<file path="src/dac_loader_defs.svh">
// Purpose: constants for the serial channel loader
// Assumes: 25 MHz system clock
// Notes: offsets of fields within the 12-bit word
`ifndef DAC_LOADER_DEFS_SVH
`define DAC_LOADER_DEFS_SVH
`define WORD_W 12
`define VALUE_W 8
`define ADDR_W 4
`define CHAN_N 12
`define VALUE_LSB 0
`define ADDR_LSB 8
`define CHAN_FIRST 4'h1
`define CHAN_LAST 4'hC
`define VALUE_RST 8'h00
`define SHIFT_RST 12'h000
`endif

</file>
<file path="src/dac_loader_pkg.sv">
// Purpose: types for the serial channel loader
// Assumes: constants come from dac_loader_defs.svh
// Notes: word layout, address field in the top bits
`include "dac_loader_defs.svh"
package dac_loader_pkg;
  typedef struct packed {
    logic [`ADDR_W-1:0] addr;
    logic [`VALUE_W-1:0] value;
  } ctrl_word_t;
  typedef logic [`CHAN_N-1:0][`VALUE_W-1:0] chan_bank_t;
endpackage : dac_loader_pkg

</file>
<file path="src/serial_dac_channel_loader.sv">
// Purpose: serial front end loading twelve 8-bit channel values
// Assumes: host pins asynchronous to clk_sys_i, shift rate well below clock
// Notes: pins pass three flops; edge counts when stages two and three agree
// Function
// - each shift-clock rising edge shifts serial_in into 12-bit register
// - serial output shows most significant shift register stage
// - load strobe high copies value field to addressed channel; decoder reads shift word at all times
// - word is four-bit address plus eight-bit value
// - twelve independent 8-bit channel values, each on own output
// - bits zero to seven are unsigned value, zero lowest
// - codes 1 to 12 select channels; others select nothing
`timescale 1ns/1ps
`include "dac_loader_defs.svh"
module serial_dac_channel_loader (
  // clock and reset
  input wire logic clk_sys_i,
  input wire logic rstn_i,
  // host serial link
  input wire logic serial_in_i,
  input wire logic shift_clk_i,
  input wire logic load_strobe_i,
  output logic serial_out_o,
  // converter values
  output dac_loader_pkg::chan_bank_t channel_analog_out_o
);

  // ----------------------------------------
  // pin synchronisers
  // ----------------------------------------
  logic [2:0] din_sync_r;
  logic [2:0] sck_sync_r;
  logic [2:0] ld_sync_r;
  logic sck_lvl_r;
  logic ld_lvl_r;

  always_ff @(posedge clk_sys_i) begin
    if (!rstn_i) begin
      // idle level of the lines, so no false edge after reset
      din_sync_r <= 3'h0;
      sck_sync_r <= 3'h0;
      ld_sync_r <= 3'h0;
    end else begin
      din_sync_r <= {din_sync_r[1:0], serial_in_i};
      sck_sync_r <= {sck_sync_r[1:0], shift_clk_i};
      ld_sync_r <= {ld_sync_r[1:0], load_strobe_i};
    end
  end

  wire sck_agree = (sck_sync_r[1] == sck_sync_r[2]);
  wire ld_agree = (ld_sync_r[1] == ld_sync_r[2]);

  always_ff @(posedge clk_sys_i) begin
    if (!rstn_i) begin
      sck_lvl_r <= 1'b0;
      ld_lvl_r <= 1'b0;
    end else begin
      if (sck_agree) sck_lvl_r <= sck_sync_r[2];
      if (ld_agree) ld_lvl_r <= ld_sync_r[2];
    end
  end

  wire sck_rise = sck_agree && sck_sync_r[2] && !sck_lvl_r;
  wire ld_high = ld_agree ? ld_sync_r[2] : ld_lvl_r;

  // ----------------------------------------
  // shift register
  // ----------------------------------------
  logic [`WORD_W-1:0] shift_r;
  logic [`WORD_W-1:0] shift_nxt;

  assign shift_nxt = sck_rise ? {shift_r[`WORD_W-2:0], din_sync_r[2]} : shift_r;

  always_ff @(posedge clk_sys_i) begin
    if (!rstn_i) shift_r <= `SHIFT_RST;
    else shift_r <= shift_nxt;
  end

  assign serial_out_o = shift_r[`WORD_W-1];

  // ----------------------------------------
  // address decode and channel load
  // ----------------------------------------
  // address field arrives with word bit eight as the top code bit
  function automatic logic [`ADDR_W-1:0] addr_code(input logic [`ADDR_W-1:0] field);
    return {field[0], field[1], field[2], field[3]};
  endfunction : addr_code

  function automatic logic [`CHAN_N-1:0] chan_decode(input logic [`ADDR_W-1:0] code);
    logic [`CHAN_N-1:0] sel;
    sel = '0;
    // code 0 and 13..15 select nothing
    if (code >= `CHAN_FIRST && code <= `CHAN_LAST) sel[code - 4'h1] = 1'b1;
    return sel;
  endfunction : chan_decode

  dac_loader_pkg::ctrl_word_t word_w;
  logic [`ADDR_W-1:0] addr_w;
  logic [`CHAN_N-1:0] chan_sel;
  dac_loader_pkg::chan_bank_t chan_r;

  assign word_w = shift_r;
  assign addr_w = addr_code(word_w.addr);
  assign chan_sel = chan_decode(addr_w);

  always_ff @(posedge clk_sys_i) begin
    if (!rstn_i) begin
      for (int i = 0; i < `CHAN_N; i++) begin
        chan_r[i] <= `VALUE_RST;
      end
    end else begin
      for (int i = 0; i < `CHAN_N; i++) begin
        if (ld_high && chan_sel[i]) begin
          chan_r[i] <= word_w.value;
        end
      end
    end
  end

  assign channel_analog_out_o = chan_r;

  // ----------------------------------------
  // checks: shift path
  // ----------------------------------------
  a_shift_on_edge: assert property (@(posedge clk_sys_i) disable iff (!rstn_i)
    sck_rise |=> shift_r == {$past(shift_r[`WORD_W-2:0]), $past(din_sync_r[2])})
    else $error("shift not taken on edge");

  a_shift_hold: assert property (@(posedge clk_sys_i) disable iff (!rstn_i)
    !sck_rise |=> $stable(shift_r))
    else $error("shift moved without edge");

  a_one_shift_edge: assert property (@(posedge clk_sys_i) disable iff (!rstn_i)
    sck_rise
    |=> !sck_rise)
    else $error("one pin edge shifted twice");

  a_rise_sets_level: assert property (@(posedge clk_sys_i) disable iff (!rstn_i)
    sck_rise
    |=> sck_lvl_r)
    else $error("filtered shift level not raised");

  a_shift_level: assert property (@(posedge clk_sys_i) disable iff (!rstn_i)
    sck_agree
    |=> sck_lvl_r == $past(sck_sync_r[2]))
    else $error("filtered shift level wrong");

  a_reset_shift: assert property (@(posedge clk_sys_i)
    !rstn_i
    |=> shift_r == `SHIFT_RST)
    else $error("shift register not cleared");

  a_out_msb: assert property (@(posedge clk_sys_i) disable iff (!rstn_i)
    sck_rise |=> serial_out_o == $past(shift_r[`WORD_W-2]))
    else $error("serial out not msb");

  a_out_hold: assert property (@(posedge clk_sys_i) disable iff (!rstn_i)
    !sck_rise
    |=> $stable(serial_out_o))
    else $error("serial out moved without edge");

  a_reset_out: assert property (@(posedge clk_sys_i)
    !rstn_i
    |=> !serial_out_o)
    else $error("serial out not cleared");

  // ----------------------------------------
  // checks: load path
  // ----------------------------------------
  a_load_chan: assert property (@(posedge clk_sys_i) disable iff (!rstn_i)
    (ld_high && addr_w == 4'h3) |=> chan_r[2] == $past(shift_r[7:0]))
    else $error("channel three not loaded");

  a_load_any: assert property (@(posedge clk_sys_i) disable iff (!rstn_i)
    (ld_high && addr_w >= `CHAN_FIRST && addr_w <= `CHAN_LAST)
    |=> channel_analog_out_o[$past(addr_w) - 4'h1] == $past(word_w.value))
    else $error("addressed channel not loaded");

  a_strobe_level: assert property (@(posedge clk_sys_i) disable iff (!rstn_i)
    ld_agree
    |=> ld_lvl_r == $past(ld_sync_r[2]))
    else $error("filtered strobe level wrong");

  a_no_load_low: assert property (@(posedge clk_sys_i) disable iff (!rstn_i)
    !ld_high |=> $stable(chan_r))
    else $error("channel changed without strobe");

  a_others_hold: assert property (@(posedge clk_sys_i) disable iff (!rstn_i)
    (ld_high && addr_w == 4'h1)
    |=> channel_analog_out_o[11:1] == $past(channel_analog_out_o[11:1]))
    else $error("unaddressed channel changed");

  a_reset_chan: assert property (@(posedge clk_sys_i)
    !rstn_i
    |=> channel_analog_out_o == '0)
    else $error("channels not cleared");

  a_value_map: assert property (@(posedge clk_sys_i) disable iff (!rstn_i)
    (ld_high && addr_w == 4'hC) |=> channel_analog_out_o[11] == $past(shift_r[7:0]))
    else $error("value bits misplaced");

  a_first_value: assert property (@(posedge clk_sys_i) disable iff (!rstn_i)
    (ld_high && addr_w == 4'h1)
    |=> channel_analog_out_o[0] == $past(shift_r[7:0]))
    else $error("first channel value misplaced");

  // ----------------------------------------
  // checks: address decode
  // ----------------------------------------
  a_bad_addr_none: assert property (@(posedge clk_sys_i) disable iff (!rstn_i)
    (addr_w == 4'h0 || addr_w > 4'hC) |=> $stable(chan_r))
    else $error("invalid address loaded a channel");

  a_one_chan_sel: assert property (@(posedge clk_sys_i) disable iff (!rstn_i)
    $onehot0(chan_sel))
    else $error("more than one channel selected");

  a_decode_map: assert property (@(posedge clk_sys_i) disable iff (!rstn_i)
    (addr_w >= `CHAN_FIRST && addr_w <= `CHAN_LAST)
    |-> chan_sel == (12'h001 << (addr_w - 4'h1)))
    else $error("wrong channel selected");

  a_decode_none: assert property (@(posedge clk_sys_i) disable iff (!rstn_i)
    (addr_w == 4'h0 || addr_w > `CHAN_LAST)
    |-> chan_sel == 12'h000)
    else $error("reserved code selected a channel");

  a_code_order: assert property (@(posedge clk_sys_i) disable iff (!rstn_i)
    shift_r[8]
    |-> addr_w[3])
    else $error("word bit eight not code top bit");

endmodule : serial_dac_channel_loader

</file>
<file path="config.mk">
export PLATFORM = sky130hd
export DESIGN_NAME = serial_dac_channel_loader
export DESIGN_NICKNAME = d
export VERILOG_FILES = /design/src/dac_loader_pkg.sv /design/src/serial_dac_channel_loader.sv
export VERILOG_INCLUDE_DIRS = /design/src
export SDC_FILE = /design/constraint.sdc
export NUM_CORES = 1
export LEC_CHECK = 0
export BUFFER_PORTS_ARGS = -buffer_cell sky130_fd_sc_hd__clkbuf_2
export CAP_MARGIN = 20
export CORE_MARGIN = 5
export CORE_UTILIZATION = 45
export CTS_CLUSTER_DIAMETER = 100
export DETAILED_ROUTE_END_ITERATION = 7
export GPL_TIMING_DRIVEN = 0
export PLACE_DENSITY = 0.69
export REMOVE_ABC_BUFFERS = 1
export SETUP_SLACK_MARGIN = 0.15
export SYNTH_ARGS = -nofsm -noshare
export SYNTH_HDL_FRONTEND = slang
export SYNTH_SLANG_ARGS = --single-unit
</file>
<file path="constraint.sdc">
create_clock -name clk_sys_i -period 1.55 [get_ports clk_sys_i]
set_input_delay 0.31 -clock clk_sys_i [delete_from_list [all_inputs] [get_ports clk_sys_i]]
set_output_delay 0.31 -clock clk_sys_i [all_outputs]
set_load 0.02 [all_outputs]
</file>
# [After elaboration in Yosys (flattened, before gate mapping)]
# Index checks and enable logic that the tools add are counted.
[totals] output_inout_bits=97 regBits=119 word_cells=46
[classes] n_eq_ne=2 order_cmp=4 addsub=1 mux=4 reduce_logical=17
[op_table] operator="logical AND 1 bit" n=16
[op_table] operator="2-to-1 mux 12 bit" n=1
[op_table] operator="greater-or-equal comparator 4 x 1 -> 1 bit, second input constant" n=2
[op_table] operator="less-than comparator 4 x 5 -> 1 bit, second input constant" n=1
[op_table] operator="demux 1 bit (select 4 bit)" n=1
[op_table] operator="<= comparator 4 bit, second input constant" n=1
[op_table] operator="subtractor 4 x 1 -> 4 bit, second input constant" n=1
[op_table] operator="equality test 1 bit" n=2
[op_table] operator="2-to-1 mux 1 bit" n=2
[op_table] operator="logical NOT 1 bit" n=1

# [Logic depth before layout (Yosys ltp)]
[depth] ltp_word=7 mapped_depth=5 depth_no_buf=4

# [Worst setup path after synthesis]
# No wires, ideal clock.
[synth_path] kind="reg2reg" start="register shift_r[11]" end="register chan_r, in the netlist channel_analog_out_o[0]" path_slack_ns=0.181 synth_period_minus_slack_ns=1.369 path_buffers=1 t_arrival_ns=1.236 path_stages_with_launch=5 path_cell_list="dfxtp_1 -> buf_4 -> and2b_1 -> nand3_4 -> mux2i_1"
[synth_between] elab_chain_cells=7
[synth_rtl] item="start: declaration" line="serial_dac_channel_loader.sv:68" rtl="logic [`WORD_W-1:0] shift_r;"
[synth_rtl] item="start signal: assignment" line="serial_dac_channel_loader.sv:74" rtl="if (!rstn_i) shift_r <= `SHIFT_RST;"
[synth_rtl] item="start signal: assignment" line="serial_dac_channel_loader.sv:75" rtl="else shift_r <= shift_nxt;"
[synth_rtl] item="subtractor 4 x 1 -> 4 bit" line="serial_dac_channel_loader.sv:92" rtl="if (code >= `CHAN_FIRST && code <= `CHAN_LAST) sel[code - 4'h1] = 1'b1;"
[synth_rtl] item="less-than comparator 4 x 5 -> 1 bit (not written as such) / greater-or-equal comparator 4 x 1 -> 1 bit (equally long branches)" line="serial_dac_channel_loader.sv:92"
[synth_rtl] item="logical AND 1 bit (not written as such)" line="serial_dac_channel_loader.sv:92"
[synth_rtl] item="2-to-1 mux 1 bit (not written as such)" line="serial_dac_channel_loader.sv:92"
[synth_rtl] item="demux 1 bit (select 4 bit)" line="serial_dac_channel_loader.sv:92"
[synth_rtl] item="2-to-1 mux 12 bit (*)" line="serial_dac_channel_loader.sv:92"
[synth_rtl] item="logical AND 1 bit (*)" line="serial_dac_channel_loader.sv:112" rtl="if (ld_high && chan_sel[i]) begin"
[synth_rtl] item="end signal: indexed assignment" line="serial_dac_channel_loader.sv:108" rtl="chan_r[i] <= `VALUE_RST;"
[synth_rtl] item="end signal: indexed assignment" line="serial_dac_channel_loader.sv:113" rtl="chan_r[i] <= word_w.value;"
[synth_rtl] item="end: declaration" line="serial_dac_channel_loader.sv:99" rtl="dac_loader_pkg::chan_bank_t chan_r;"
# Every way passes the cells marked *; elsewhere a longest branch is shown, timed or not.
# A chain may end at the register's enable or synchronous reset.

# [Worst setup path in the final report]
[layout_path] start="register chan_r, in the netlist channel_analog_out_o[79]" end="output channel_analog_out_o[79] (netlist name)"
[layout_lines] item="end: declaration" line="serial_dac_channel_loader.sv:24" rtl="output dac_loader_pkg::chan_bank_t channel_analog_out_o"
# No word-level cell between the ends.

==> flow_summary.yaml <==
synth:
  yosysTopAreaCellShare_pct: 53.8
  synth_largest_area_cell: "dfxtp_1"
  synthCells: 418
  ys.flop_type: "dfxtp_1"
  yosysMostFrequentCell: "nand2_1"
  synth_seq_area_share_pct: 53.8
  ys_top_cells_by_count: "nand2_1 (128), dfxtp_1 (119), mux2i_1 (97)"
  synth_area_leaders: "dfxtp_1 (54%), mux2i_1 (22%), nand2_1 (11%)"
  ys_seq_elements: 119
  ys.warnings.count: 0
  synth-edff-count: 0
  syn_area_per_cell_um2: 10.6
  syn_area_mm2: 0.00442
  synthArstFlopShare_pct: 0
  netlist-cell-type-count: 20
min_path:
  hold_class: "in2reg"
timing:
  min_period_ps: 1350
  hold_ws_ps: 288
  finalMaxSlewViolations: 0
  finalCritPeriodShare_pct: 87.1
  fmax_mhz: 741
  tightestPinTransition_ps: 659
  finalHoldViolCount: 0
  max-slew-margin-rel_pct: 56.0
  finalSetupViolations: 0
  fin_skew_ps: 11.2
  rsz0062_at_grt: "true"
  setup_ws_ps: 200
setup_path:
  reg2reg_to: "channel_analog_out_o[20]"
  regToRegSetupSlack_ps: 220
  path_class: "reg2out"
  arrival_ps: 1040
  path_buf_inv: 1
  cp_num_cells: 1
  reg2reg_from: "ld_sync_r[1]"
  start_kind: "flip-flop"
  critPathMaxFanout: 2
  critPathLaunch: "channel_analog_out_o[79]"
  endpoint_kind: "primary output"
  crit_chain: "clkbuf_2"
  crit_path_top_delay_cell: "dfxtp_1"
  cp.required_ps: 1240
  ff2ff_path_depth: 3
  cpPeakStageDelay_ps: 360
  critPathTopFamily: "flip-flops"
  endpoint: "channel_analog_out_o[79]"
power_and_ir_drop:
  p_per_area_mw_per_mm2: 1200
  leakage_nw: 2.94
  peakVddDrop_uv: 681
  p_comb_share_pct: 1.2
  p_int_mw: 5.31
  switching_share_pct: 22.4
  seqPwrFrac_pct: 44.9
  switching_power_mw: 1.53
  p_clk_share_pct: 53.9
drt:
  ant_nets: 0
  first_pass_iters: 4
  wl_per_cell_um: 15.0
  drc: 0
  viasPerCell: 4.81
  drt_iter0_markers: 121
  postRouteWirelength_um: 9960
  vias: 3199
clocking:
  clk_path_buf_depth: 2
  root_buffer: "clkbuf_8"
  cts_made_buffers: 17
  clock-sinks: 119
  clock_latency_ps: 500
  cts_max_level: 4
  cts_tree: "done"
  clk_pin_slew_ps: 60
placement:
  portBuffers: 101
  gp_congestion: 0.729
  dp_slack_ps: -499
  post-dp-hpwl_um: 6480
die:
  die_area_mm2: 0.0119
  row_count: 36
  start_util_pct: 45.7
  coreArea_mm2: 0.00968
  ios: 102
  fp.dieW_um: 109
  fp.dieH_um: 109
status:
  outcome: "finished, final reports clean"
global_route:
  grt_pass1_vias: 3109
  grt_pass1_wl_um: 15800
  overflow: 0
  grt_max_degree: 72
  antenna_found_initial: 0
  track_usage_pct: 17.5
final_layout:
  drive_above_1_share_pct: 30.6
  nNetsFinal: 525
  n_antenna_cell: 0
  fillers: 851
  area_growth_syn_to_layout_pct: 28.9
flow_run:
  drv_cap: 0
==> how the worst min path moves through the flow <==
stage	startpoint	to	cells past startpoint
2_1_floorplan	din_sync_r[0]	din_sync_r[1]	1
3_3_place_gp	din_sync_r[0]	din_sync_r[1]	1
3_5_place_dp	din_sync_r[0]	din_sync_r[1]	1
4_1_cts	rstn_i	channel_analog_out_o[56]	3
5_1_grt	rstn_i	channel_analog_out_o[39]	3
6_report	rstn_i	channel_analog_out_o[56]	3
==> logic make-up after synthesis <==
| group | Yosys count | synth area share, % |
|---|---|---|
| AO/OA/AOI/OAI | 12 | 2.04 |
| AND/OR/NAND/NOR | 159 | 18.4 |
| adder cells (fa/ha/maj) | 2 | 0.594 |
| buffers and inverters | 29 | 3.17 |
| multiplexers | 97 | 21.9 |
| flip-flops | 119 | 53.8 |
==> tightest hold or removal path, delay by kind of cell <==
kind                   cells  cell delay [ps]
buffers and inverters      1              250
AND/OR/NAND/NOR            1              120
multiplexers               1               50
==> registers in the layout (all words and copies together), names as in the netlist <==
name,cells
channel_analog_out_o,96
shift_r,12
din_sync_r,3
ld_sync_r,3
sck_sync_r,3
ld_lvl_r,1
sck_lvl_r,1
==> metal layers <==
layer | wire, µm | GRT usage [%] | vias up
met1 | 4360 | 21.4 | 1528
met4 | 99 | 6.13 | 0
met3 | 542 | 6.28 | 7
met2 | 4960 | 28.5 | 69
li1 | - | - | 1595
met5 | 0 | 0 | -
==> area by class of cell <==
class                   instances  area [µm²]  area share [%]
clock buffers                  18         428            7.50
clock inverters                14         139            2.44
multi-input cells             271        1950            34.3
flip-flops and latches        119        2390            41.9
well taps                     133         166            2.92
repair buffers                110         624            11.0
==> power groups by stage <==
stage | clock (mW) | sequential (mW) | combinational, mW
2_1_floorplan | 0 | 3.14 | 0.0149
3_3_place_gp | 0 | 3.14 | 0.0661
3_5_place_dp | 0 | 3.14 | 0.0755
4_1_cts | 3.76 | 3.07 | 0.0837
5_1_grt | 3.91 | 3.07 | 0.0919
6_report | 3.68 | 3.07 | 0.0827
==> layout by cell type, fill, tap and decap left out, drive strengths merged, types with 3 or more instances in the layout <==
cell	n
inv	7
clkbuf	114
buf	11
nand3	8
mux2i	97
clkinv	4
nor2b	4
dlygate4sd3	3
nand2	128
and2	10
dfxtp	119
a21boi	12
nand4	4
==> stage by stage <==
step | TNS, ps | area (µm²) | util (%) | instances | total power [mW]
2_1_floorplan | 0 | 4280 | - | 389 | 3.15
3_3_place_gp | -183620 | 4960 | 51.2 | 623 | 3.21
3_5_place_dp | -38620 | 4990 | 51.5 | 624 | 3.21
4_1_cts | 0 | 5640 | 58.2 | 661 | 6.91
5_1_grt | 0 | 5700 | 58.9 | 665 | 7.07
6_report | 0 | 5700 | 58.9 | 665 | 6.84
==> what timing repair did <==
item	4_1_cts	5_1_grt
hold buffers	3	0
endpoints found under the setup margin	109	102
buffers inserted	2	3
gates resized for setup	9	12
pin swaps	0	2
endpoints found under the hold margin	3	0
gates cloned	0	1
(Power assumes the default switching activity.)
